===== src/rtl/mtcp_pkg.sv =====
// Constants, field layouts and helpers for the motor trigger conversion block
package mtcp_pkg;
    localparam int NUM_PROGS = 6;
    localparam int NUM_SLOTS = 4;
    localparam int SLOT_W = 8;
    localparam int EN_POS = 7;
    localparam int PHASE_LSB = 5;
    localparam int CHAN_LSB = 0;
    localparam int EV_W = 4;
    localparam int EV_DONE = 0;
    localparam int EV_BADPROG = 1;
    localparam int EV_BADCHAN = 2;
    localparam int EV_OVERRUN = 3;
    localparam logic [11:0] OFS_SET0 = 12'h000;
    localparam logic [11:0] OFS_INTS0 = 12'h018;
    localparam logic [11:0] OFS_STATUS = 12'h030;
    localparam logic [11:0] OFS_MASK = 12'h034;
    localparam logic [11:0] OFS_STATE = 12'h038;
    localparam logic [11:0] OFS_RESULT0 = 12'h040;
    localparam logic [31:0] SET_RST = 32'h0000_0000;
    localparam logic [1:0] INTS_RST = 2'h0;
    localparam logic [EV_W-1:0] MASK_RST = 4'h0;
    localparam logic [1:0] IRQ_SEL_NONE0 = 2'h0;
    localparam logic [1:0] IRQ_SEL_RSVD = 2'h1;
    localparam logic [1:0] IRQ_SEL_DONE = 2'h2;
    localparam logic [1:0] IRQ_SEL_NONE1 = 2'h3;
    localparam logic [4:0] CHAN_FIRST = 5'h02;
    localparam logic [4:0] CHAN_LAST = 5'h0c;
    localparam logic [2:0] PROG_LAST = 3'h5;

    typedef enum logic [1:0] {
        PHASE_NONE = 2'h0,
        PHASE_U = 2'h1,
        PHASE_V = 2'h2,
        PHASE_W = 2'h3
    } phase_t;

    typedef struct packed {
        logic en;
        phase_t phase;
        logic [4:0] chan;
    } slot_t;

    function automatic logic chan_ok(input logic [4:0] c);
        return (c >= CHAN_FIRST) && (c <= CHAN_LAST);
    endfunction

    function automatic logic irq_wanted(input logic [1:0] sel);
        return sel == IRQ_SEL_DONE;
    endfunction

    function automatic slot_t slot_of(input logic [31:0] w,
                                      input logic [1:0] m);
        return slot_t'(w[m*SLOT_W +: SLOT_W]);
    endfunction
endpackage


===== src/rtl/conv_if.sv =====
// Link between the register file and the program sequencer
`timescale 1ns/10ps
interface conv_if #(parameter int RES_W = 12);
    logic start;
    logic [31:0] prog_word;
    logic [1:0] irq_sel;
    logic busy;
    logic done;
    logic done_irq;
    logic bad_chan;
    logic res_we;
    logic [1:0] res_idx;
    logic [RES_W-1:0] res_data;
    modport regs (output start, prog_word, irq_sel,
                  input busy, done, done_irq, bad_chan,
                  res_we, res_idx, res_data);
    modport seq (input start, prog_word, irq_sel,
                 output busy, done, done_irq, bad_chan,
                 res_we, res_idx, res_data);
endinterface


===== src/rtl/motor_trigger_conversion_program.sv =====
// Program table, APB register file and trigger front end of the ADC unit
// =====================================================================
// Overview of operation
// - Interrupt choice per program: 10 raises completion, 00/11 none.
// - Six setting registers, four slots each: enable, phase tag, channel.
// - Enabled slot converts its channel; result goes to result register m.
// - Channel codes 2 to 12 are inputs; all other codes are reserved.
// - Program number indexes both its setting and its interrupt choice.
// - Phase tag: 00 none, 01 U, 10 V, 11 W, passed to converter.
// - Trigger program number 0 to 5 valid; 6 and 7 reserved.
`timescale 1ns/10ps
module motor_trigger_conversion_program
    import mtcp_pkg::*;
#(
    parameter int RES_W = 12
) (
    input wire logic core_clk_i,
    input wire logic rst_i,
    input wire logic ce_i,
    input wire logic psel_i,
    input wire logic penable_i,
    input wire logic pwrite_i,
    input wire logic [11:0] paddr_i,
    input wire logic [31:0] pwdata_i,
    output logic [31:0] prdata_o,
    output logic pready_o,
    output logic pslverr_o,
    input wire logic trig_valid_i,
    input wire logic [2:0] trigger_program_number_i,
    input wire logic conv_done_i,
    input wire logic [RES_W-1:0] conv_data_i,
    output logic conv_req_o,
    output logic [4:0] conv_channel_o,
    output logic [1:0] conv_phase_o,
    output logic [1:0] conv_slot_o,
    output logic conversion_done_irq_o,
    output logic irq_o
);
    // =================================================================
    // State
    typedef struct packed {
        logic [NUM_PROGS-1:0][31:0] set;
        logic [NUM_PROGS-1:0][1:0] ints;
        logic [NUM_SLOTS-1:0][RES_W-1:0] result;
        logic start;
        logic [31:0] prog_word;
        logic [1:0] irq_sel;
        logic pready;
        logic pslverr;
        logic [31:0] prdata;
    } regs_state_t;
    regs_state_t s, next_s;

    conv_if #(.RES_W(RES_W)) io();

    logic [EV_W-1:0] events;
    logic [EV_W-1:0] status;
    logic [EV_W-1:0] mask;
    logic access;
    logic wr_now;
    logic hit;
    logic [31:0] rdata;
    logic [31:0] sel_word;

    assign access = psel_i && penable_i;
    // Writes land only on the edge that completes the access
    assign wr_now = access && s.pready && pwrite_i;
    assign sel_word = s.set[trigger_program_number_i];

    // =================================================================
    // Register decode and next state
    always_comb begin
        next_s = s;
        hit = 1'b0;
        rdata = 32'h0000_0000;
        next_s.start = 1'b0;
        for (int i = 0; i < NUM_PROGS; i++) begin
            if (paddr_i == OFS_SET0 + 12'(4 * i)) begin
                hit = 1'b1;
                rdata = s.set[i];
                if (wr_now) begin
                    next_s.set[i] = pwdata_i;
                end
            end
            if (paddr_i == OFS_INTS0 + 12'(4 * i)) begin
                hit = 1'b1;
                rdata = {30'h0, s.ints[i]};
                if (wr_now) begin
                    next_s.ints[i] = pwdata_i[1:0];
                end
            end
        end
        for (int m = 0; m < NUM_SLOTS; m++) begin
            if (paddr_i == OFS_RESULT0 + 12'(4 * m)) begin
                hit = 1'b1;
                rdata = 32'(s.result[m]);
            end
        end
        if (paddr_i == OFS_STATUS) begin
            hit = 1'b1;
            rdata = 32'(status);
        end
        if (paddr_i == OFS_MASK) begin
            hit = 1'b1;
            rdata = 32'(mask);
        end
        if (paddr_i == OFS_STATE) begin
            hit = 1'b1;
            rdata = {31'h0, io.busy};
        end
        // One wait state: pready rises the edge after the access starts
        next_s.pready = access && !s.pready;
        if (access && !s.pready) begin
            next_s.prdata = pwrite_i ? 32'h0000_0000 : rdata;
            next_s.pslverr = !hit;
        end
        // Trigger front end
        if (trig_valid_i && trigger_program_number_i <= PROG_LAST &&
            !io.busy && !s.start) begin
            next_s.start = 1'b1;
            next_s.prog_word = s.set[trigger_program_number_i];
            next_s.irq_sel = s.ints[trigger_program_number_i];
        end
        if (io.res_we) begin
            next_s.result[io.res_idx] = io.res_data;
        end
    end

    always_ff @(posedge core_clk_i or posedge rst_i) begin
        if (rst_i) begin
            s <= '{set: {NUM_PROGS{SET_RST}}, ints: {NUM_PROGS{INTS_RST}},
                   irq_sel: INTS_RST, default: '0};
        end else if (ce_i) begin
            s <= next_s;
        end
    end

    // =================================================================
    // Events: reserved program numbers and busy triggers are dropped
    always_comb begin
        events = '0;
        events[EV_DONE] = io.done_irq;
        events[EV_BADPROG] = trig_valid_i &&
                             trigger_program_number_i > PROG_LAST;
        events[EV_BADCHAN] = io.bad_chan;
        events[EV_OVERRUN] = trig_valid_i &&
                             trigger_program_number_i <= PROG_LAST &&
                             (io.busy || s.start);
    end

    irq_ctrl u_irq (
        .core_clk_i(core_clk_i),
        .rst_i(rst_i),
        .ce_i(ce_i),
        .events_i(events),
        .clear_we_i(wr_now && paddr_i == OFS_STATUS),
        .mask_we_i(wr_now && paddr_i == OFS_MASK),
        .wdata_i(pwdata_i[EV_W-1:0]),
        .status_o(status),
        .mask_o(mask),
        .irq_o(irq_o)
    );

    prog_seq #(.RES_W(RES_W)) u_seq (
        .core_clk_i(core_clk_i),
        .rst_i(rst_i),
        .ce_i(ce_i),
        .io(io.seq),
        .conv_done_i(conv_done_i),
        .conv_data_i(conv_data_i),
        .conv_req_o(conv_req_o),
        .conv_channel_o(conv_channel_o),
        .conv_phase_o(conv_phase_o),
        .conv_slot_o(conv_slot_o)
    );

    assign io.start = s.start;
    assign io.prog_word = s.prog_word;
    assign io.irq_sel = s.irq_sel;
    assign prdata_o = s.prdata;
    assign pready_o = s.pready;
    assign pslverr_o = s.pslverr;
    assign conversion_done_irq_o = io.done_irq;
endmodule // motor_trigger_conversion_program


===== src/rtl/irq_ctrl.sv =====
// Sticky event status, mask and level interrupt output
`timescale 1ns/10ps
module irq_ctrl
    import mtcp_pkg::*;
(
    input wire logic core_clk_i,
    input wire logic rst_i,
    input wire logic ce_i,
    input wire logic [EV_W-1:0] events_i,
    input wire logic clear_we_i,
    input wire logic mask_we_i,
    input wire logic [EV_W-1:0] wdata_i,
    output logic [EV_W-1:0] status_o,
    output logic [EV_W-1:0] mask_o,
    output logic irq_o
);
    typedef struct packed {
        logic [EV_W-1:0] status;
        logic [EV_W-1:0] mask;
        logic irq;
    } irq_state_t;
    irq_state_t s, next_s;

    always_comb begin
        next_s = s;
        // A new event beats a clear in the same cycle
        if (clear_we_i) begin
            next_s.status = s.status & ~wdata_i;
        end
        next_s.status = next_s.status | events_i;
        if (mask_we_i) begin
            next_s.mask = wdata_i;
        end
        next_s.irq = |(next_s.status & next_s.mask);
    end

    always_ff @(posedge core_clk_i or posedge rst_i) begin
        if (rst_i) begin
            s <= '{status: '0, mask: MASK_RST, irq: 1'b0};
        end else if (ce_i) begin
            s <= next_s;
        end
    end

    assign status_o = s.status;
    assign mask_o = s.mask;
    assign irq_o = s.irq;
endmodule // irq_ctrl


===== src/rtl/prog_seq.sv =====
// Walks the four slots of one program and drives the converter core
`timescale 1ns/10ps
module prog_seq
    import mtcp_pkg::*;
#(
    parameter int RES_W = 12
) (
    input wire logic core_clk_i,
    input wire logic rst_i,
    input wire logic ce_i,
    conv_if.seq io,
    input wire logic conv_done_i,
    input wire logic [RES_W-1:0] conv_data_i,
    output logic conv_req_o,
    output logic [4:0] conv_channel_o,
    output logic [1:0] conv_phase_o,
    output logic [1:0] conv_slot_o
);
    typedef enum logic [3:0] {
        ST_IDLE = 4'h1,
        ST_CHECK = 4'h2,
        ST_WAIT = 4'h4,
        ST_FINISH = 4'h8
    } seq_st_t;

    typedef struct packed {
        seq_st_t st;
        logic [1:0] slot;
        logic [31:0] word;
        logic [1:0] isel;
        logic req;
        logic [4:0] chan;
        logic [1:0] phase;
        logic done;
        logic done_irq;
        logic bad_chan;
        logic res_we;
        logic [RES_W-1:0] res_data;
    } seq_state_t;
    seq_state_t s, next_s;
    slot_t cur;

    always_comb begin
        next_s = s;
        cur = slot_of(s.word, s.slot);
        next_s.done = 1'b0;
        next_s.done_irq = 1'b0;
        next_s.bad_chan = 1'b0;
        next_s.res_we = 1'b0;
        case (s.st)
            ST_IDLE: begin
                if (io.start) begin
                    next_s.word = io.prog_word;
                    next_s.isel = io.irq_sel;
                    next_s.slot = 2'h0;
                    next_s.st = ST_CHECK;
                end
            end
            ST_CHECK: begin
                if (cur.en && chan_ok(cur.chan)) begin
                    next_s.req = 1'b1;
                    next_s.chan = cur.chan;
                    next_s.phase = cur.phase;
                    next_s.st = ST_WAIT;
                end else begin
                    // Reserved channel codes are skipped, never converted
                    next_s.bad_chan = cur.en;
                    next_s.slot = s.slot + 2'h1;
                    next_s.st = (s.slot == 2'h3) ? ST_FINISH : ST_CHECK;
                end
            end
            ST_WAIT: begin
                if (conv_done_i) begin
                    next_s.req = 1'b0;
                    next_s.res_we = 1'b1;
                    next_s.res_data = conv_data_i;
                    next_s.slot = s.slot + 2'h1;
                    next_s.st = (s.slot == 2'h3) ? ST_FINISH : ST_CHECK;
                end
            end
            ST_FINISH: begin
                next_s.done = 1'b1;
                next_s.done_irq = irq_wanted(s.isel);
                next_s.st = ST_IDLE;
            end
            default: begin
                next_s.st = ST_IDLE;
                next_s.req = 1'b0;
            end
        endcase
    end

    always_ff @(posedge core_clk_i or posedge rst_i) begin
        if (rst_i) begin
            s <= '{st: ST_IDLE, isel: INTS_RST, phase: PHASE_NONE,
                   default: '0};
        end else if (ce_i) begin
            s <= next_s;
        end
    end

    assign io.busy = (s.st != ST_IDLE);
    assign io.done = s.done;
    assign io.done_irq = s.done_irq;
    assign io.bad_chan = s.bad_chan;
    assign io.res_we = s.res_we;
    // Result lands in the slot just left, one behind the counter
    assign io.res_idx = s.slot - 2'h1;
    assign io.res_data = s.res_data;
    assign conv_req_o = s.req;
    assign conv_channel_o = s.chan;
    assign conv_phase_o = s.phase;
    assign conv_slot_o = s.slot;

    function automatic logic done_irq_chk(input seq_state_t v);
        return v.done_irq == (v.isel == IRQ_SEL_DONE);
    endfunction
endmodule // prog_seq


===== config.mk =====
export PLATFORM = sky130hd
export DESIGN_NAME = motor_trigger_conversion_program
export DESIGN_NICKNAME = d
export VERILOG_FILES = /design/src/rtl/mtcp_pkg.sv /design/src/rtl/conv_if.sv /design/src/rtl/motor_trigger_conversion_program.sv /design/src/rtl/irq_ctrl.sv /design/src/rtl/prog_seq.sv
export SDC_FILE = /design/constraint.sdc
export NUM_CORES = 1
export LEC_CHECK = 0
export BUFFER_PORTS_ARGS = -buffer_cell sky130_fd_sc_hd__buf_2
export CORE_UTILIZATION = 47
export CTS_BUF_LIST = sky130_fd_sc_hd__clkbuf_16
export CTS_CLUSTER_DIAMETER = 120
export CTS_CLUSTER_SIZE = 40
export DETAILED_ROUTE_END_ITERATION = 10
export MAX_ROUTING_LAYER = met4
export PLACE_DENSITY = 0.7
export SETUP_SLACK_MARGIN = 0.02
export SLEW_MARGIN = 40
export SYNTH_ARGS = -nofsm -noshare
export SYNTH_HDL_FRONTEND = slang
export SYNTH_HIERARCHICAL = 1
export SYNTH_SLANG_ARGS = --single-unit

===== constraint.sdc =====
create_clock -name core_clk_i -period 13.3 [get_ports core_clk_i]
set_clock_uncertainty 0.1 [all_clocks]
set_input_delay 2.66 -clock core_clk_i [delete_from_list [all_inputs] [get_ports core_clk_i]]
set_output_delay 2.66 -clock core_clk_i [all_outputs]
set_load 0.02 [all_outputs]

## After elaboration in Yosys (flattened, before gate mapping)

Cells that the tools add are included.

| word-level totals | value |
|---|---|
| input port bits | 67 |
| register bits after elaboration | 393 |
| logic and storage cells | 188 |
| output and inout port bits | 46 |

| operators by class | value |
|---|---|
| multiplexer cells | 64 |
| bitwise gates (word level) | 5 |
| add/sub/neg operators | 2 |
| reduce and logical (&&, ||, !) cells | 44 |
| shifts and indexed selects | 1 |
| equality and inequality tests | 29 |
| $lt $le $gt $ge | 7 |

Operators with widths:

| operator | number |
|---|---|
| 32-bit 2-to-1 mux | 21 |
| 32-bit binary-select mux with 3-bit select | 1 |
| 12-bit by 6-bit == test with 1-bit output (second input constant) | 7 |
| 48-bit bitwise mux | 1 |
| 12-bit by 5-bit == test with 1-bit output (second input constant) | 4 |
| 12-bit by 7-bit == test with 1-bit output (second input constant) | 4 |
| 3-bit AND reduction | 16 |
| 40-bit 2-to-1 mux | 1 |
| 35-bit 2-to-1 mux | 1 |
| 32-bit by 6-bit variable part select with 8-bit output | 1 |
| 13-bit 2-to-1 mux | 2 |
| 12-bit demux with 2-bit select | 1 |
| 12-bit by 4-bit == test with 1-bit output (second input constant) | 2 |
| 1-bit 2-to-1 mux | 23 |
| 4-bit 2-to-1 mux | 4 |
| 1-bit logical AND | 14 |
| 12-bit by 3-bit == test with 1-bit output (second input constant) | 1 |
| 12-bit zero test | 1 |
| 12-bit 2-to-1 mux | 1 |
| 4-bit case mux with 3 select lines | 1 |
| 4-bit bitwise AND | 2 |
| 8-bit 2-to-1 mux | 1 |
| 2-bit binary-select mux with 3-bit select | 1 |
| 6-bit 2-to-1 mux | 1 |
| 31 further kinds | 40 |

## Logic depth before layout (Yosys ltp)

| depth | value |
|---|---|
| word-level depth | 21 |
| mapped depth | 10 |
| gate-level depth less buffers | 7 |

## Hierarchy

Netlist, hierarchy kept.

Modules (own cells, without submodules):

| module | times used | area each (um2) | cells an instance | sequential area each (um2) |
|---|---|---|---|---|
| motor_trigger_conversion_program | 1 | 16160.5 | 1288 | 8032.7 |
| prog_seq | 1 | 2979.1 | 217 | 1602.8 |
| irq_ctrl | 1 | 476.7 | 39 | 225.2 |

## Worst setup path before layout

OpenSTA, ideal clock, no wires.

| timing path | value |
|---|---|
| kind | in2reg |
| start | in paddr_i[9] |
| end | reg u_irq.s (netlist bit u_irq/irq_o) |
| path buffers | 1 |
| path slack | 8.430 ns |
| required time | 13.060 ns |
| data arrival time | 4.630 ns |
| setup time | 0.140 ns |
| cell stages on the path | 8 |
| cells stage by stage | nor4_2 > and2_1 > clkbuf_1 > nand2_1 > nor4_1 > a21boi_0 > o2bb2ai_1 > a41oi_2 |

| between the ends | value |
|---|---|
| word-level cells in the longest chain between the ends | 6 |
| elaborated cells on any way between the ends | 9 |
| those cells by class | 2 x eq/ne; 2 x mux; 2 x bitwise; 3 x reduce/logical |

Ends and longest elaborated chain:

| what | line | source |
|---|---|---|
| start, declared | motor_trigger_conversion_program.sv:23 | `input wire logic [11:0] paddr_i,` |
| 12-bit by 6-bit == test with 1-bit output | motor_trigger_conversion_program.sv:156 | `.clear_we_i(wr_now && paddr_i == OFS_STATUS),` |
| 1-bit logical AND | motor_trigger_conversion_program.sv:156 |  |
| 4-bit 2-to-1 mux | irq_ctrl.sv:27 | `if (clear_we_i) begin` |
| 4-bit bitwise OR | irq_ctrl.sv:30 | `next_s.status = next_s.status \| events_i;` |
| 4-bit bitwise AND * | irq_ctrl.sv:34 | `next_s.irq = \|(next_s.status & next_s.mask);` |
| 4-bit OR reduction * | irq_ctrl.sv:34 |  |
| end signal, assigned | irq_ctrl.sv:39 | `s <= '{status: '0, mask: MASK_RST, irq: 1'b0};` |
| end signal, assigned | irq_ctrl.sv:41 | `s <= next_s;` |
| end, declared | irq_ctrl.sv:22 | `irq_state_t s, next_s;` |

Mark *: on every way between the ends. The rest lies on a longest branch, timed or not.
A chain may end at the register's enable or synchronous reset.

## Worst setup path after layout

| timing path | value |
|---|---|
| start | in paddr_i[7] |
| end | reg s[167] (netlist name) |

| between the ends | value |
|---|---|
| word-level cells in the longest chain between the ends | 2 |

Ends and longest elaborated chain:

| what | line | source |
|---|---|---|
| 12-bit by 3-bit == test with 1-bit output | motor_trigger_conversion_program.sv:78 | `if (paddr_i == OFS_SET0 + 12'(4 * i)) begin` |
| 3-bit AND reduction (no line) | -- |  |
| end signal, assigned | motor_trigger_conversion_program.sv:131 | `s <= '{set: {NUM_PROGS{SET_RST}}, ints: {NUM_PROGS{INTS_RST}},` |
| end signal, assigned | motor_trigger_conversion_program.sv:134 | `s <= next_s;` |
| end, declared | motor_trigger_conversion_program.sv:52 | `regs_state_t s, next_s;` |

No other way between the ends.

==> metrics.cfg <==
[run]
max_cap_violations = 0

[hold_path]
terminating_pin_of_the_worst_hold_path = prdata_o[6]
kind_of_path_behind_the_tightest_hold_check = reg2reg
worst_hold_path.num_cells = 1
hold_path.startpoint = s[111]

[timing]
share_of_the_cycle_needed_by_the_critical_path_after_routing_pct = 43.1
timing.final.hold_violations = 0
layout_setup_ws_ns = 7.57
slew_violations = 0
grt_setup_unrepaired = false
setup-violations-final = 0
tightest_slew_ns = 0.829
post-route-min-period_ns = 5.73
max_freq_mhz = 174
finalSetupTns_ns = 0
whs_ns = 0.357
maxSlewHeadroom_pct = 44.4

[place]
place_area_mm2 = 0.0202
place_ws_ns = 7.08
io_buffer_count = 112
finalWeightedCongestion = 0.907
hpwlAfterDp_um = 33200
post-place-cells = 2045

[floorplanning]
fp-row-count = 74
num_io_pins = 113
fp.dieH_um = 206
die_w_um = 206
initial_core_util_pct = 47.9
core-area_mm2 = 0.0409
dieArea_mm2 = 0.0425

[detailed_routing]
detailed_route_wl_um = 50000
drtAntennaViolNets = 0
first_iter_violations = 1209
vias_per_cell = 6.25
post_drt_wl_per_cell_um = 24.2
route.detailed.drc = 0
total_via_count_in_the_routed_design = 12900
drt_pre_antenna_iters = 5

[synthesis]
netlist_instances = 1541
synth_area_mm2 = 0.0196
ys_warn_count = 6
mean_instance_size_in_the_synthesized_netlist_um2 = 12.7
net_count_synth = 1609

[clocking]
cts_setup_buffers = 0
clock-root-buffer = sky130_fd_sc_hd__clkbuf_16
cts-buffers-inserted = 14
tritoncts = built
clkSlewWorstSetupHoldPaths_ns = 0.13
max-clock-path-buffers = 3
ctsHoldBuffers = 0
cts-resized-gates = 0
htree_levels = 1
clk-insertion-delay-late_ns = 0.53
cts.sinks = 393

[finish]
layoutNonFillerInstCount = 2067
layout_common_cells = 392 x sky130_fd_sc_hd__dfrtp_1, 306 x sky130_fd_sc_hd__mux2_2, 111 x sky130_fd_sc_hd__buf_2
design.final.nets = 1599
drive_above_1_share_pct = 35.7
core_occupancy_in_the_finished_layout_pct = 50.4
post-route-cell-area_mm2 = 0.0206
synthesis_to_finish_area_growth_pct = 5.39
layout.cells.most_common = sky130_fd_sc_hd__dfrtp_1

[global_route]
grt_pass1_wl_um = 77800
number_of_global_route_vias_before_repair = 12800
grt_antenna_before_repair = 3
overflow = 0
global_route.usage.total_pct = 24.6
grt_start_max_net_pins = 123

[critical_path]
critical_path.top_delay_family = simple AND/OR/NAND/NOR gates
r2r_setup_slack_ns = 10.37
cp.arrival_ns = 6.00
r2r-end = u_seq/conv_slot_o[0]
cp_cell_sequence = buf_2, nor4_4, nand3_2, nor2_2, nand2_1, buf_4, mux2_2
kind_of_launch_point_of_the_worst_setup_path = input port
startpoint = paddr_i[7]
timing.critical_path.required_ns = 13.57
critical_path_buf_inv_count = 2
cp_max_fo = 21
crit_path_end_kind = register
timing.critical_path.slowest_stage_cell = sky130_fd_sc_hd__nor4_4
critPathKind = in2reg
rr_worst_depth = 5
timing.rr.start = u_seq/conv_slot_o[0]
worst_path_largest_cell_delay_ns = 0.72

[power_and_ir_drop]
finalPower_mw = 2.40
peakVddDrop_mv = 0.0874
cellPowerDensity_mw_per_mm2 = 116
static-leakage-power_nw = 9.80

[outcome]
outcome = complete, no violations

## worst max-delay path by stage
stage                          endpoint  depth (start not counted)
after floorplan           io.irq_sel[0]                          1
after global placement           s[142]                          5
after detailed placement         s[221]                          6
after CTS                        s[221]                          6
after global routing             s[248]                          7
final                            s[167]                          7
## flip-flops by register name, indices dropped and copies added, names as in the netlist, 2 cells and up
| name | cells |
|---|---|
| s | 252 |
| u_seq/s | 38 |
| io.prog_word | 32 |
| prdata_o | 32 |
| u_seq/io.res_data | 12 |
| u_seq/conv_channel_o | 5 |
| u_irq/mask_o | 4 |
| u_irq/status_o | 4 |
| io.irq_sel | 2 |
| u_seq/conv_phase_o | 2 |
| u_seq/conv_slot_o | 2 |
## worst reg2reg max path, cell delays in order, from the launching register on
cell and delay [ns]:
sky130_fd_sc_hd__dfrtp_1 0.84, sky130_fd_sc_hd__mux4_2 0.64, sky130_fd_sc_hd__o211a_1 0.29, sky130_fd_sc_hd__or4_4 0.55
sky130_fd_sc_hd__and2_4 0.17, sky130_fd_sc_hd__mux2_2 0.25
## layer usage
| metal | up-vias | part of all wire, % | wire length, um | global-route usage (%) |
|---|---|---|---|---|
| met3 | 47 | 6.1 | 3070 | 3.34 |
| met1 | 6767 | 43 | 21700 | 33.9 |
| met5 | - | 0 | 0 | - |
| li1 | 5676 | - | - | - |
| met4 | 0 | 1.3 | 660 | 4.36 |
| met2 | 426 | 49 | 24600 | 39.4 |
## report_power, final
group / switching, mW / internal [mW] / total [mW]
clock: 0.368 / 0.212 / 0.581
sequential: 0.0977 / 1.32 / 1.41
combinational: 0.230 / 0.179 / 0.409
total: 0.697 / 1.71 / 2.40
## final cells by class
type	count	area, um2
sequential	393	9840
timing repair buffer	139	797
tap	532	666
clock buffer	15	375
fill	3576	20300
multi-input combinational	933	8710
clock inverter	2	46.3
inverter	50	200
antenna	3	7.51
Note: power is estimated with default switching activity, not from simulation.
